### src/design/output_control_params.svh
// constants for the output reset/enable control block
// assumes a 40 MHz core clock and word-aligned classic wishbone access
`ifndef OUTPUT_CONTROL_PARAMS_SVH
`define OUTPUT_CONTROL_PARAMS_SVH

// register indices; byte address is four times the index
`define RESET_AND_OUTPUT_ENABLE_INDEX      8'h32
`define CONFIG_INDEX      8'h33
`define OPSTAT_INDEX      8'h3E

// reset_and_output_enable fields
`define MR_BIT            0
`define SR_BIT            1
`define SOFTWARE_OUTPUT_ENABLE_BIT          3
`define RESET_AND_OUTPUT_ENABLE_RESET      16'h0000

// behaviour_configuration fields
`define ADT_BIT           1
`define SDF_BIT           2
`define CONFIG_RESET      16'h0002
`define CONFIG_WMASK      16'h0006

// fatal status layout
`define DIS_LATCH_BIT     12
`define FATAL_HI          10
`define FATAL_LO          8

// response status and error codes
`define ST_OK             2'h0
`define ST_XE             2'h1
`define ST_CP             2'h3
`define ERR_NONE          4'h0
`define ERR_CIP           4'h3
`define ERR_CII           4'h4
`define ERR_EXF           4'h8
`define PEND_ID           16'h0001

// operation status register fields
`define OS_ERR_LO         4
`define OS_PEND_BIT       8
`define OS_DIS_BIT        9
`define OS_OFF_BIT        10
`define OS_ALM_BIT        11
`define OS_SRQ_BIT        12
`define OS_DATA_LO        16

// timing: pending operation must finish within this time
`define CLK_HZ            40000000
`define PEND_LIMIT_MS     200
`define PEND_LIMIT_CYCLES (`PEND_LIMIT_MS * (`CLK_HZ / 1000))

`endif

### src/design/output_control_pkg.sv
// types shared by the output reset/enable control files
// assumes the constants header supplies all numbers
package output_control_pkg;
   typedef enum logic [0:0] {pend_idle, pend_wait} pend_state_t;
   typedef logic [15:0] reg16_t;
endpackage

### src/design/pending_op_if.sv
// carrier between the register bank and its pending-operation tracker
// assumes both ends run on the same core clock
`timescale 1ns/100ps
interface pending_op_if;
   logic start;   // one-cycle request to begin a tune
   logic busy;    // operation outstanding
   logic done;    // one-cycle success
   logic fail;    // one-cycle failure or timeout
   modport owner   (output start, input busy, input done, input fail);
   modport tracker (input start, output busy, output done, output fail);
endinterface

### src/design/output_reset_enable_control.sv
// register bank for reset/enable and behaviour configuration, with
// the optical output-disable combiner; classic wishbone slave
// assumes all pins synchronous to core_clk, srst synchronous high
`timescale 1ns/100ps
`include "output_control_params.svh"
module output_reset_enable_control #(
   parameter int unsigned PEND_LIMIT = `PEND_LIMIT_CYCLES
) (
   input  wire logic        core_clk,
   input  wire logic        srst,
   input  wire logic [7:0]  wb_adr_i,
   input  wire logic [31:0] wb_dat_i,
   input  wire logic [3:0]  wb_sel_i,
   input  wire logic        wb_we_i,
   input  wire logic        wb_cyc_i,
   input  wire logic        wb_stb_i,
   output logic      [31:0] wb_dat_o,
   output logic             wb_ack_o,
   input  wire logic        hardware_output_disable_pin_n,
   input  wire logic        module_select_pin_n,
   input  wire logic [15:0] fatal_status_register,
   input  wire logic [15:0] fatal_trigger_mask,
   input  wire logic        tune_required,
   input  wire logic        tune_done,
   input  wire logic        tune_fail,
   input  wire logic        nvm_load,
   input  wire logic [15:0] nvm_config,
   output logic             tune_start,
   output logic             optical_output_enable,
   output logic             output_disable,
   output logic             alarm_signal,
   output logic             disable_latched,
   output logic             hard_reset_pulse,
   output logic             comm_interface_reset,
   output logic             ext_addr_reset,
   output logic             service_request_n
);
   localparam logic [7:0] ADDR_RESET_AND_OUTPUT_ENABLE = 8'(`RESET_AND_OUTPUT_ENABLE_INDEX * 4);
   localparam logic [7:0] ADDR_CONFIG = 8'(`CONFIG_INDEX * 4);
   localparam logic [7:0] ADDR_OPSTAT = 8'(`OPSTAT_INDEX * 4);

   output_control_pkg::reg16_t behaviour_configuration;
   logic                       software_output_enable;
   logic                       hard_arm;
   logic                       soft_reset_pulse;
   logic [1:0]                 resp_status;
   logic [3:0]                 resp_err;
   output_control_pkg::reg16_t resp_data;
   logic                       srq;
   logic                       take;
   logic                       wr;
   logic                       rd;
   logic                       sel_reset_and_output_enable;
   logic                       sel_config;
   logic                       sel_opstat;
   logic [31:0]                next_dat;
   logic [15:0]                wval;
   logic                       pin_low;
   logic                       deselected;
   logic                       cfg_read_fail;
   logic                       fatal_hit;
   logic [15:0]                fatal_view;

   pending_op_if pend ();

   // bounds the pending enable; hard reset aborts it
   pending_tracker #(
      .LIMIT (PEND_LIMIT)
   ) u_tracker (
      .core_clk  (core_clk),
      .srst      (srst),
      .abort     (hard_reset_pulse),
      .tune_done (tune_done),
      .tune_fail (tune_fail),
      .op        (pend)
   );

   // bus decode; effects land on the edge where ack is seen
   assign take       = wb_cyc_i && wb_stb_i && wb_ack_o;
   assign wr         = take && wb_we_i;
   assign rd         = take && !wb_we_i;
   assign sel_reset_and_output_enable = (wb_adr_i == ADDR_RESET_AND_OUTPUT_ENABLE);
   assign sel_config = (wb_adr_i == ADDR_CONFIG);
   assign sel_opstat = (wb_adr_i == ADDR_OPSTAT);
   assign pin_low    = !hardware_output_disable_pin_n;
   assign deselected = module_select_pin_n;

   // byte lanes 0 and 1 carry the 16-bit registers
   function automatic logic [15:0] merge(input logic [15:0] old_v,
                                         input logic [31:0] new_v,
                                         input logic [3:0]  sel);
      logic [15:0] r;
      r = old_v;
      if (sel[0]) begin
         r[7:0] = new_v[7:0];
      end
      if (sel[1]) begin
         r[15:8] = new_v[15:8];
      end
      return r;
   endfunction

   // self-clearing bits read back zero, so merge against zero
   assign wval = merge(16'h0000, wb_dat_i, wb_sel_i);

   // configuration read refused while busy or while deselected
   assign cfg_read_fail = pend.busy || deselected;

   // read mux, reserved bits zero
   always_comb begin
      next_dat = 32'h0000_0000;
      if (sel_reset_and_output_enable) begin
         next_dat[`SOFTWARE_OUTPUT_ENABLE_BIT] = software_output_enable;
      end else if (sel_config && !cfg_read_fail) begin
         next_dat[15:0] = behaviour_configuration & `CONFIG_WMASK;
      end else if (sel_opstat) begin
         next_dat[1:0]                = resp_status;
         next_dat[`OS_ERR_LO +: 4]    = resp_err;
         next_dat[`OS_PEND_BIT]       = pend.busy;
         next_dat[`OS_DIS_BIT]        = disable_latched;
         next_dat[`OS_OFF_BIT]        = output_disable;
         next_dat[`OS_ALM_BIT]        = alarm_signal;
         next_dat[`OS_SRQ_BIT]        = srq;
         next_dat[`OS_DATA_LO +: 16]  = resp_data;
      end
   end

   // single-wait-state ack, dropped the cycle after it is given
   always_ff @(posedge core_clk) begin
      if (srst) begin
         wb_ack_o <= 1'b0;
         wb_dat_o <= 32'h0000_0000;
      end else begin
         wb_ack_o <= wb_cyc_i && wb_stb_i && !wb_ack_o;
         wb_dat_o <= next_dat;
      end
   end

   // reset bits: hard wins, and fires only after the ack edge
   always_ff @(posedge core_clk) begin
      if (srst) begin
         hard_arm         <= 1'b0;
         hard_reset_pulse <= 1'b0;
         soft_reset_pulse <= 1'b0;
      end else begin
         hard_arm         <= 1'b0;
         soft_reset_pulse <= 1'b0;
         hard_reset_pulse <= hard_arm;
         if (wr && sel_reset_and_output_enable && !pend.busy) begin
            if (wval[`MR_BIT]) begin
               hard_arm <= 1'b1;
            end else if (wval[`SR_BIT]) begin
               soft_reset_pulse <= 1'b1;
            end
         end
      end
   end

   // interface reset: soft reset, hard reset, or module deselected
   assign comm_interface_reset = soft_reset_pulse || hard_reset_pulse
                                 || deselected;
   assign ext_addr_reset       = comm_interface_reset;
   assign tune_start           = pend.start;

   // start a tune when an enable needs one
   assign pend.start = wr && sel_reset_and_output_enable && !pend.busy && !wval[`MR_BIT]
                       && wval[`SOFTWARE_OUTPUT_ENABLE_BIT] && tune_required
                       && !pin_low;

   // software enable; pin low forces zero and wins over a write
   always_ff @(posedge core_clk) begin
      if (srst || hard_reset_pulse) begin
         software_output_enable <= 1'b0;
      end else if (pin_low) begin
         software_output_enable <= 1'b0;
      end else if (pend.done) begin
         software_output_enable <= 1'b1;
      end else if (wr && sel_reset_and_output_enable && !pend.busy && !wval[`MR_BIT]) begin
         if (!wval[`SOFTWARE_OUTPUT_ENABLE_BIT]) begin
            software_output_enable <= 1'b0;
         end else if (!tune_required) begin
            software_output_enable <= 1'b1;
         end
      end
   end

   // pin-low latch; the set beats a clearing enable write
   always_ff @(posedge core_clk) begin
      if (srst) begin
         disable_latched <= 1'b0;
      end else if (pin_low) begin
         disable_latched <= 1'b1;
      end else if (wr && sel_reset_and_output_enable && !pend.busy && wval[`SOFTWARE_OUTPUT_ENABLE_BIT]) begin
         disable_latched <= 1'b0;
      end
   end

   // configuration: default on reset, optional nonvolatile image
   always_ff @(posedge core_clk) begin
      if (srst || hard_reset_pulse) begin
         behaviour_configuration <= `CONFIG_RESET;
      end else if (nvm_load) begin
         behaviour_configuration <= nvm_config & `CONFIG_WMASK;
      end else if (wr && sel_config) begin
         behaviour_configuration <= merge(behaviour_configuration,
                                          wb_dat_i, wb_sel_i)
                                    & `CONFIG_WMASK;
      end
   end

   // the latch replaces the pin-disable bit of the fatal status view
   always_comb begin
      fatal_view                 = fatal_status_register;
      fatal_view[`DIS_LATCH_BIT] = disable_latched;
   end

   // only the fatal bits count toward shutdown
   assign fatal_hit = |(fatal_view[`FATAL_HI:`FATAL_LO]
                        & fatal_trigger_mask[`FATAL_HI:`FATAL_LO])
                      && behaviour_configuration[`SDF_BIT];

   // output combiner and alarm, registered for clean pins
   always_ff @(posedge core_clk) begin
      if (srst) begin
         output_disable        <= 1'b1;
         optical_output_enable <= 1'b0;
         alarm_signal          <= 1'b0;
      end else begin
         output_disable        <= fatal_hit || !software_output_enable
                                  || pin_low;
         optical_output_enable <= !fatal_hit && software_output_enable
                                  && !pin_low;
         // alarm clears once the tune completes and output is live
         alarm_signal          <= behaviour_configuration[`ADT_BIT]
                                  && (pend.busy || fatal_hit
                                      || !software_output_enable
                                      || pin_low);
      end
   end

   // response record for the last reset/enable write or configuration access; cleared by interface reset
   always_ff @(posedge core_clk) begin
      if (srst || comm_interface_reset) begin
         resp_status <= `ST_OK;
         resp_err    <= `ERR_NONE;
         resp_data   <= 16'h0000;
      end else if (pend.fail) begin
         resp_err <= `ERR_EXF;
      end else if (wr && sel_reset_and_output_enable) begin
         if (pend.busy) begin
            resp_status <= `ST_XE;
            resp_err    <= `ERR_CIP;
            resp_data   <= 16'h0000;
         end else if (pend.start) begin
            resp_status <= `ST_CP;
            resp_err    <= `ERR_NONE;
            resp_data   <= `PEND_ID;
         end else begin
            resp_status <= `ST_OK;
            resp_err    <= `ERR_NONE;
            resp_data   <= wval;
         end
      end else if (wr && sel_config) begin
         resp_status <= `ST_OK;
         resp_err    <= `ERR_NONE;
         resp_data   <= wval & `CONFIG_WMASK;
      end else if (rd && sel_config) begin
         if (cfg_read_fail) begin
            resp_status <= `ST_XE;
            resp_err    <= pend.busy ? `ERR_CIP : `ERR_CII;
            resp_data   <= 16'h0000;
         end else begin
            resp_status <= `ST_OK;
            resp_err    <= `ERR_NONE;
            resp_data   <= behaviour_configuration & `CONFIG_WMASK;
         end
      end
   end

   // service request: a failure sets it, any status write clears it;
   // the set wins when both land in one cycle
   always_ff @(posedge core_clk) begin
      if (srst) begin
         srq <= 1'b0;
      end else if (pend.fail) begin
         srq <= 1'b1;
      end else if (wr && sel_opstat) begin
         srq <= 1'b0;
      end
   end

   assign service_request_n = !srq;
endmodule

### src/design/pending_tracker.sv
// tracks one pending enable operation and bounds its duration
// assumes tune_done/tune_fail are synchronous one-cycle or level inputs
`timescale 1ns/100ps
`include "output_control_params.svh"
module pending_tracker #(
   parameter int unsigned LIMIT = `PEND_LIMIT_CYCLES
) (
   input  wire logic     core_clk,
   input  wire logic     srst,
   input  wire logic     abort,
   input  wire logic     tune_done,
   input  wire logic     tune_fail,
   pending_op_if.tracker op
);
   output_control_pkg::pend_state_t state;
   logic [31:0]                     count;
   logic                            expired;

   // longest allowed wait rounds down, never below one cycle
   assign expired = (count >= LIMIT - 1);
   assign op.busy = (state == output_control_pkg::pend_wait);

   // state and outcome pulses
   always_ff @(posedge core_clk) begin
      op.done <= 1'b0;
      op.fail <= 1'b0;
      if (srst || abort) begin
         state <= output_control_pkg::pend_idle;
      end else begin
         case (state)
            output_control_pkg::pend_idle: begin
               if (op.start) begin
                  state <= output_control_pkg::pend_wait;
               end
            end
            output_control_pkg::pend_wait: begin
               if (tune_fail || (expired && !tune_done)) begin
                  op.fail <= 1'b1;
                  state   <= output_control_pkg::pend_idle;
               end else if (tune_done) begin
                  op.done <= 1'b1;
                  state   <= output_control_pkg::pend_idle;
               end
            end
            default: state <= output_control_pkg::pend_idle;
         endcase
      end
   end

   // timeout counter, restarts with each operation
   always_ff @(posedge core_clk) begin
      if (srst || !op.busy) begin
         count <= 32'h0000_0000;
      end else begin
         count <= count + 32'h0000_0001;
      end
   end
endmodule

### config.mk
export PLATFORM = sky130hd
export DESIGN_NAME = output_reset_enable_control
export DESIGN_NICKNAME = d
export VERILOG_FILES = /design/src/design/output_control_pkg.sv /design/src/design/pending_op_if.sv /design/src/design/output_reset_enable_control.sv /design/src/design/pending_tracker.sv
export VERILOG_INCLUDE_DIRS = /design/src /design/src/design
export SDC_FILE = /design/constraint.sdc
export NUM_CORES = 1
export LEC_CHECK = 0
export BUFFER_PORTS_ARGS = -buffer_cell sky130_fd_sc_hd__buf_2
export CAP_MARGIN = 25
export CORE_MARGIN = 4
export CORE_UTILIZATION = 53
export DETAILED_ROUTE_END_ITERATION = 16
export PLACE_DENSITY_LB_ADDON = 0.1
export SLEW_MARGIN = 20
export SYNTH_ARGS = -nofsm -noshare
export SYNTH_HDL_FRONTEND = slang
export SYNTH_HIERARCHICAL = 1
export SYNTH_SLANG_ARGS = --single-unit
### constraint.sdc
create_clock -name core_clk -period 2.72 [get_ports core_clk]
set_input_delay 0.136 -clock core_clk [delete_from_list [all_inputs] [get_ports core_clk]]
set_output_delay 0.136 -clock core_clk [all_outputs]
set_load 0.005 [all_outputs]
==> results of run 1 <==
kinds of logic (layout without fill, tap and decap cells):
| group | count (synthesis) | count (layout) | share of synthesized area, % |
|---|---|---|---|
| and+or+nand+nor | 215 | 215 | 31.0 |
| DFF | 96 | 96 | 47.5 |
| AOI/OAI and AO/OA | 77 | 77 | 13.2 |
| buffers and inverters | 36 | 117 | 4.33 |
| xor gates and xnor gates | 13 | 13 | 2.81 |
| muxes | 3 | 3 | 0.742 |
| adders and majority gates | 1 | 1 | 0.309 |
| other | 1 | 3 | 0.0926 |
registers in the layout, indices dropped and copies added, names as in the netlist, 2 cells and up:
name and count:
behaviour_configuration 2, resp_data 16, resp_err 3, resp_status 2, u_tracker/count 32, wb_dat_o 28
placed cells by master (no fill, tap or decap), types with 5 or more instances in the layout:
cell / synthesis / final
a32o_1: 9 / 9
nor2_1: 32 / 32
nand2b_1: 5 / 5
o31ai_1: 9 / 9
nand3_1: 18 / 18
xnor2_1: 7 / 7
nor3_1: 16 / 15
clkbuf_8: 0 / 10
nand2_1: 31 / 31
xor2_1: 6 / 6
o21ai_0: 10 / 10
dfxtp_1: 96 / 96
a31oi_1: 5 / 5
and4_1: 9 / 9
or4_1: 7 / 7
nor4_1: 11 / 10
nor4b_1: 6 / 6
and3_1: 12 / 12
buf_4: 5 / 5
and2_1: 26 / 26
inv_1: 11 / 11
a21oi_1: 24 / 24
buf_2: 4 / 83
nand4_1: 19 / 19
routing by layer:
| layer | vias to the layer above | GRT usage (%) |
|---|---|---|
| met4 | 0 | 6.04 |
| met3 | 8 | 4.58 |
| met1 | 1726 | 27.4 |
| met5 | - | 0 |
| li1 | 1786 | - |
| met2 | 135 | 36.8 |
through the flow:
stage / hold slack, ps / std cells / cell area (um^2) / util (%)
6_report: 27.3 / 624 / 4710 / 64.2
5_1_grt: 14.6 / 624 / 4710 / 64.2
4_1_cts: 13.1 / 624 / 4710 / 64.2
3_5_place_dp: 355 / 606 / 4510 / 61.5
3_3_place_gp: 364 / 606 / 4510 / 61.5
2_1_floorplan: 208 / 444 / 4060 / -
critical path: cells and delay by family (launching register included):
| family | cells | cell delay [ps] |
|---|---|---|
| AOI/OAI and AO/OA | 1 | 140 |
| and+or+nand+nor | 3 | 1270 |
| adders and majority gates | 1 | 240 |
| DFF | 1 | 390 |
how the worst max path moves through the flow:
stage	cells after the start	slack, ps	end
2_1_floorplan	7	900	u_tracker/count[28]
3_3_place_gp	5	690	u_tracker/count[26]
3_5_place_dp	5	640	u_tracker/count[28]
4_1_cts	5	620	u_tracker/count[30]
5_1_grt	5	400	u_tracker/count[30]
6_report	5	600	u_tracker/count[26]
power breakdown:
group	switching [W]	internal, W
Sequential	0.00000396	0.00141
Combinational	0.0000599	0.0000454
Clock	0.000499	0.000365
Total	0.000563	0.00182
final cells by class:
| cell class | instances | area, um^2 | area share (%) |
|---|---|---|---|
| clock buffer | 11 | 141 | 3.00 |
| clock inverter | 5 | 38.8 | 0.824 |
| multi-input combinational | 312 | 1970 | 41.8 |
| sequential | 96 | 1920 | 40.8 |
| timing repair buffer | 90 | 473 | 10.0 |
| inverter | 11 | 41.3 | 0.877 |
| tap | 99 | 124 | 2.63 |
repair_timing:
action,4_1_cts,5_1_grt
endpoints found under the setup margin,0,0
hold buffers,2,0
hold endpoints to repair,2,0
==> impl_metrics.csv, run 1 <==
group,metric,value,unit
power_and_ir_drop,powerDensity,506,nW/um^2
placed_design,dp_hpwl,6950,um
setup_path,cp-start-kind,"flop",
logic_synthesis,synthCells,442,
route,drt_first_pass_iters,4,
worst_hold_path,hold_class,"input port to flop",
route,drt-met1-wl,4240,um
placed_design,place_congestion,0.926,
route,vias_per_cell,5.86,
floorplan,dieWidth,95.4,um
setup_path,r2r-end,"u_tracker/count[26]",
setup_path,crit_path_cell_trace,"ha_1, and4_1, nand4_1, or4_1, a21oi_1",
worst_hold_path,holdPathStages,3,
sta,max-slew-margin-rel,44.2,%
setup_path,end_kind,"flop",
finish,drive_above_1_share,22.5,%
worst_hold_path,min_to,"resp_data[7]",
setup_path,cp.arrival,2390,ps
clocking,postCtsSetupRepairBufs,0,
grt,grtUsageTotal,21.5,%
logic_synthesis,seq_area_frac_synth,47.5,%
logic_synthesis,synth_top_area_cell,"dfxtp_1",
route,detail_route.wl_per_cell,15.4,um
logic_synthesis,ys_ff_latch,96,
clocking,root_buffer,"clkbuf_8",
logic_synthesis,ys.warnings.count,6,
route,ant_nets,0,
sta,hold_viol,0,
clocking,cts_resized,0,
logic_synthesis,synth_ff_type,"dfxtp_1",
route,drc,0,
route,wl_met2,4490,um
floorplan,core_area,7330,um^2
clocking,cts_tree,"yes",
sta,timing.fmax,473,MHz
setup_path,cp.required,2990,ps
clocking,insertion_delay,360,ps
job,cap_violations,0,
floorplan,initial_core_util,55.2,%
floorplan,die_y,95.4,um
sta,fin_skew,11.4,ps
floorplan,rows,31,
grt,grt_pass1_vias,3376,
power_and_ir_drop,power,0.00238,W
setup_path,crit_start,"u_tracker/count[0]",
setup_path,path_class,"flop to flop",
setup_path,slowest_stage,"or4_1",
setup_path,rrSetupSlack,600,ps
clocking,htree_levels,3,
clocking,cts.sinks,96,
floorplan,dieArea,9100,um^2
power_and_ir_drop,ir_drop,0.271,mV
logic_synthesis,synth_edf_count,0,
power_and_ir_drop,leakagePower,1.84,nW
logic_synthesis,syn_area_per_cell,9.16,um^2
logic_synthesis,syn_area,4050,um^2
setup_path,cpPeakStageDelay,630,ps
clocking,numCtsBuffers,9,
route,vias,3655,
sta,layout_worst_path_cycle_share,77.8,%
floorplan,num_io_pins,145,
sta,timing.final.ws_setup,605,ps
setup_path,cp_max_fo,11,
route,top_layer,"met4",
grt,antenna_found_initial,0,
route,initialDrtViolationCount,222,
sta,drv_slew,0,
grt,grt_max_degree,25,
setup_path,r2r.worst_path.cells,5,
logic_synthesis,yosysMostFrequentCell,"dfxtp_1",
finish,antenna_cells,0,
route,wl,9620,um
logic_synthesis,ys_top_cells_by_area,"dfxtp_1 (47%), and2_1 (4.0%), a21oi_1 (3.0%)",
sta,grt_setup_unrepaired,"false",
logic_synthesis,yosys.area.top_type_share,47.5,%
sta,setup_violations,0,
finish,nets,624,
route,wl_met3,809,um
logic_synthesis,synth-async-reset-ratio,0,%
finish,syn_to_final_growth,16.4,%
sta,tightest_slew,836,ps
placed_design,port_buffers,83,
grt,gr-total-overflow,0,
run_status,status,"finished, final reports clean",
sta,layout_min_cycle_time,2120,ps
setup_path,worstReg2RegStart,"u_tracker/count[0]",
logic_synthesis,synthTopCellsByCount,"dfxtp_1 (96), nor2_1 (32), nand2_1 (31)",
clocking,clkTransAtPathRegs,100,ps
worst_hold_path,hp-start,"wb_dat_i[7]",
placed_design,pre_cts_slack,636,ps
finish,fillerInstances,650,
sta,fin_setup_tns,0,ps
grt,grt_pass1_wl,15500,um
logic_synthesis,ys_types,61,
clocking,clockBufferDepth,2,
(Power assumes the default switching activity.)
==> run 2, diff against run 1 <==
ABC_AREA = 1   (was not set)
CORE_UTILIZATION = 50   (was 53)
clock period = 2.09 ns   (was 2.72 ns; I/O delays follow)
==> impl_metrics.csv, run 2 <==
group,metric,value,unit
sta,grt_setup_unrepaired,"false",
grt,grt_pass1_wl,17200,um
finish,final_common_cell,"nand2_1",
grt,gr-total-overflow,0,
sta,fin_setup_tns,0,ps
power_and_ir_drop,leakagePower,2.15,nW
finish,fin_util,62.7,%
power_and_ir_drop,ir_drop,0.284,mV
sta,timing.final.ws_setup,270,ps
logic_synthesis,synth_top_area_cell,"dfxtp_1",
floorplan,num_io_pins,145,
finish,multi_input_area,2000,um^2
floorplan,dieWidth,101,um
clocking,htree_levels,3,
sta,timing.fmax,549,MHz
setup_path,r2r.worst_path.cells,3,
setup_path,crit_start,"wb_stb_i",
floorplan,core_area,8340,um^2
floorplan,rows,33,
job,cap_violations,0,
power_and_ir_drop,internal_power,0.00249,W
power_and_ir_drop,p_comb_share,5.2,%
finish,fin_cells,833,
placed_design,dp_hpwl,7780,um
power_and_ir_drop,powerDensity,628,nW/um^2
logic_synthesis,synthTopCellsByCount,"nand2_1 (153), dfxtp_1 (96), nor2_1 (96)",
logic_synthesis,synth_top_family_by_area,"simple AND/OR/NAND/NOR gates",
clocking,root_buffer,"clkbuf_8",
power_and_ir_drop,power.share.clock,38.8,%
route,drt_first_pass_iters,5,
logic_synthesis,synth_compound_area_share,9.56,%
sta,fin_skew,14.1,ps
placed_design,pre_cts_slack,522,ps
floorplan,dieArea,10300,um^2
sta,setup_violations,0,
grt,grt_max_degree,26,
clocking,clkTransAtPathRegs,100,ps
setup_path,timing.critical_path.to,"tune_start",
logic_synthesis,synth-xor-area-share,0.804,%
logic_synthesis,syn_area_per_cell,7.03,um^2
logic_synthesis,synth_ff_type,"dfxtp_1",
route,detail_route.wl_per_cell,12.5,um
logic_synthesis,ys.warnings.count,6,
grt,use_met2,37.1,%
logic_synthesis,seq_area_frac_synth,44.1,%
finish,fillerInstances,795,
grt,antenna_found_initial,0,
logic_synthesis,yosys.area_share.simple,35.0,%
placed_design,port_buffers,83,
floorplan,initial_core_util,52.2,%
clocking,cts_tree,"yes",
setup_path,worstReg2RegStart,"u_tracker/op.busy",
setup_path,cp.arrival,1720,ps
setup_path,rrSetupSlack,490,ps
grt,grt_pass1_vias,3897,
logic_synthesis,synth-async-reset-ratio,0,%
setup_path,cp_max_fo,6,
logic_synthesis,syn_area,4360,um^2
clocking,clockBufferDepth,2,
finish,top_register,"u_tracker/count",
floorplan,die_y,101,um
logic_synthesis,synthMuxAreaShare,0,%
sta,hold_viol,0,
finish,syn_to_final_growth,20.1,%
logic_synthesis,yosys.area.top_type_share,44.1,%
logic_synthesis,ys_top_cells_by_area,"dfxtp_1 (44%), nand2_1 (13%), nor2_1 (8.3%)",
setup_path,path_class,"input port to output pin",
logic_synthesis,ys_types,38,
grt,grt-busiest-layer,"met2",
setup_path,r2r-end,"u_tracker/op.done",
route,vias,4089,
clocking,cts_resized,0,
sta,drv_slew,0,
sta,max-slew-margin-rel,52.4,%
finish,antenna_cells,0,
run_status,status,"finished, final reports clean",
finish,regArea,1920,um^2
logic_synthesis,ys_ff_latch,96,
grt,use_met1,24.3,%
finish,nets,827,
setup_path,end_kind,"output pin",
setup_path,cp-start-kind,"input port",
route,wl,10400,um
clocking,cts.sinks,96,
route,ant_nets,0,
sta,layout_min_cycle_time,1820,ps
power_and_ir_drop,p_sw,0.000792,W
grt,grtUsageMet3,2.96,%
finish,final_cell_mix,"nand2_1 (153), nor2_1 (96), dfxtp_1 (96), inv_1 (88), buf_2 (83)",
finish,largest_reg_flops,32,
placed_design,place_congestion,0.907,
sta,tightest_slew,713,ps
logic_synthesis,synth_adder_area_share,0.287,%
route,drc,0,
route,initialDrtViolationCount,162,
power_and_ir_drop,swShare,24.1,%
grt,grtUsageTotal,20.7,%
clocking,numCtsBuffers,9,
sta,layout_worst_path_cycle_share,87.1,%
clocking,insertion_delay,350,ps
route,vias_per_cell,4.91,
logic_synthesis,synth_edf_count,0,
logic_synthesis,yosysMostFrequentCell,"nand2_1",
placed_design,placed_cells,799,
finish,drive_above_1_share,19.6,%
finish,top_regs,"u_tracker/count: 32 flops, wb_dat_o: 28 flops, resp_data: 16 flops",
power_and_ir_drop,p_seq_share,56.0,%
worst_hold_path,hold_class,"input port to flop",
logic_synthesis,synthCells,620,
setup_path,cp.required,1990,ps
## run 2: cell count changes after synthesis, moves of 10 or more
cell	previous run	this run
a21oi_1	24	37
and2_1	26	0
and3_1	12	0
inv_1	11	88
nand2_1	31	153
nand4_1	19	9
nor2_1	32	96
o21ai_1	0	13
## run 2: layout make-up
type	count	share of cell area, %
Clock inverter	7	1.63
Sequential cell	96	36.7
Clock buffer	9	2.37
Multi-Input combinational cell	419	38.3
Tap cell	105	2.51
Timing Repair Buffer	103	11.7
Inverter	94	6.84
## run 2: kinds of logic after synthesis
| logic type | count (synthesis) |
|---|---|
| compound gates | 78 |
| xor+xnor | 4 |
| fa+ha+maj | 1 |
| buf+inv | 107 |
| flops | 96 |
| other cells | 1 |
| simple gates | 333 |
## run 2: stage by stage
stage	area [um^2]	total power, W	hold WS (ps)
after floorplan	4360	0.00196	182
after global placement	4840	0.00202	300
after detailed placement	4840	0.00203	304
after CTS	5230	0.00332	12.3
after global routing	5230	0.00340	34.5
final	5230	0.00328	28.8
## run 2: routing by layer
layer  routed length (um)  share of wire [%]  vias to the layer above
met4                  310                3.0                        0
met5                    0                  0                        -
met3                  601                5.8                       28
met2                 5110                 49                      130
met1                 4380                 42                     1801
li1                     -                  -                     2130
## run 2: worst max-delay path: stages
cell and delay, ps:
dlygate4sd3_1 530, buf_2 120, nand3_2 110, nor2_4 200
nand3_4 150, nor2_4 140, nand3_1 100, inv_1 120
buf_2 130
## run 2: worst min path at each step
stage,from,end,slack (ps),cells after the start
detailed placement,wb_dat_i[0],soft_reset_pulse,300,2
CTS,wb_dat_i[3],resp_data[3],10,3
global route,wb_dat_i[3],resp_data[3],30,3
finish,wb_dat_i[3],resp_data[3],30,3
floorplan,tune_fail,u_tracker/op.done,180,1
global placement,wb_dat_i[0],soft_reset_pulse,300,2
## run 2: what timing repair did
action,4_1_cts,5_1_grt
hold buffers,18,0
endpoints found under the setup margin,0,0
buffers inserted,0,0
endpoints found under the hold margin,16,0
## run 2: power groups by stage
stage / registers, W / logic (W) / clock network (W)
final: 0.00184 / 0.000172 / 0.00127
after floorplan: 0.00188 / 0.0000792 / 0
after global routing: 0.00184 / 0.000189 / 0.00137
after detailed placement: 0.00188 / 0.000144 / 0
after global placement: 0.00188 / 0.000142 / 0
after CTS: 0.00184 / 0.000169 / 0.00131
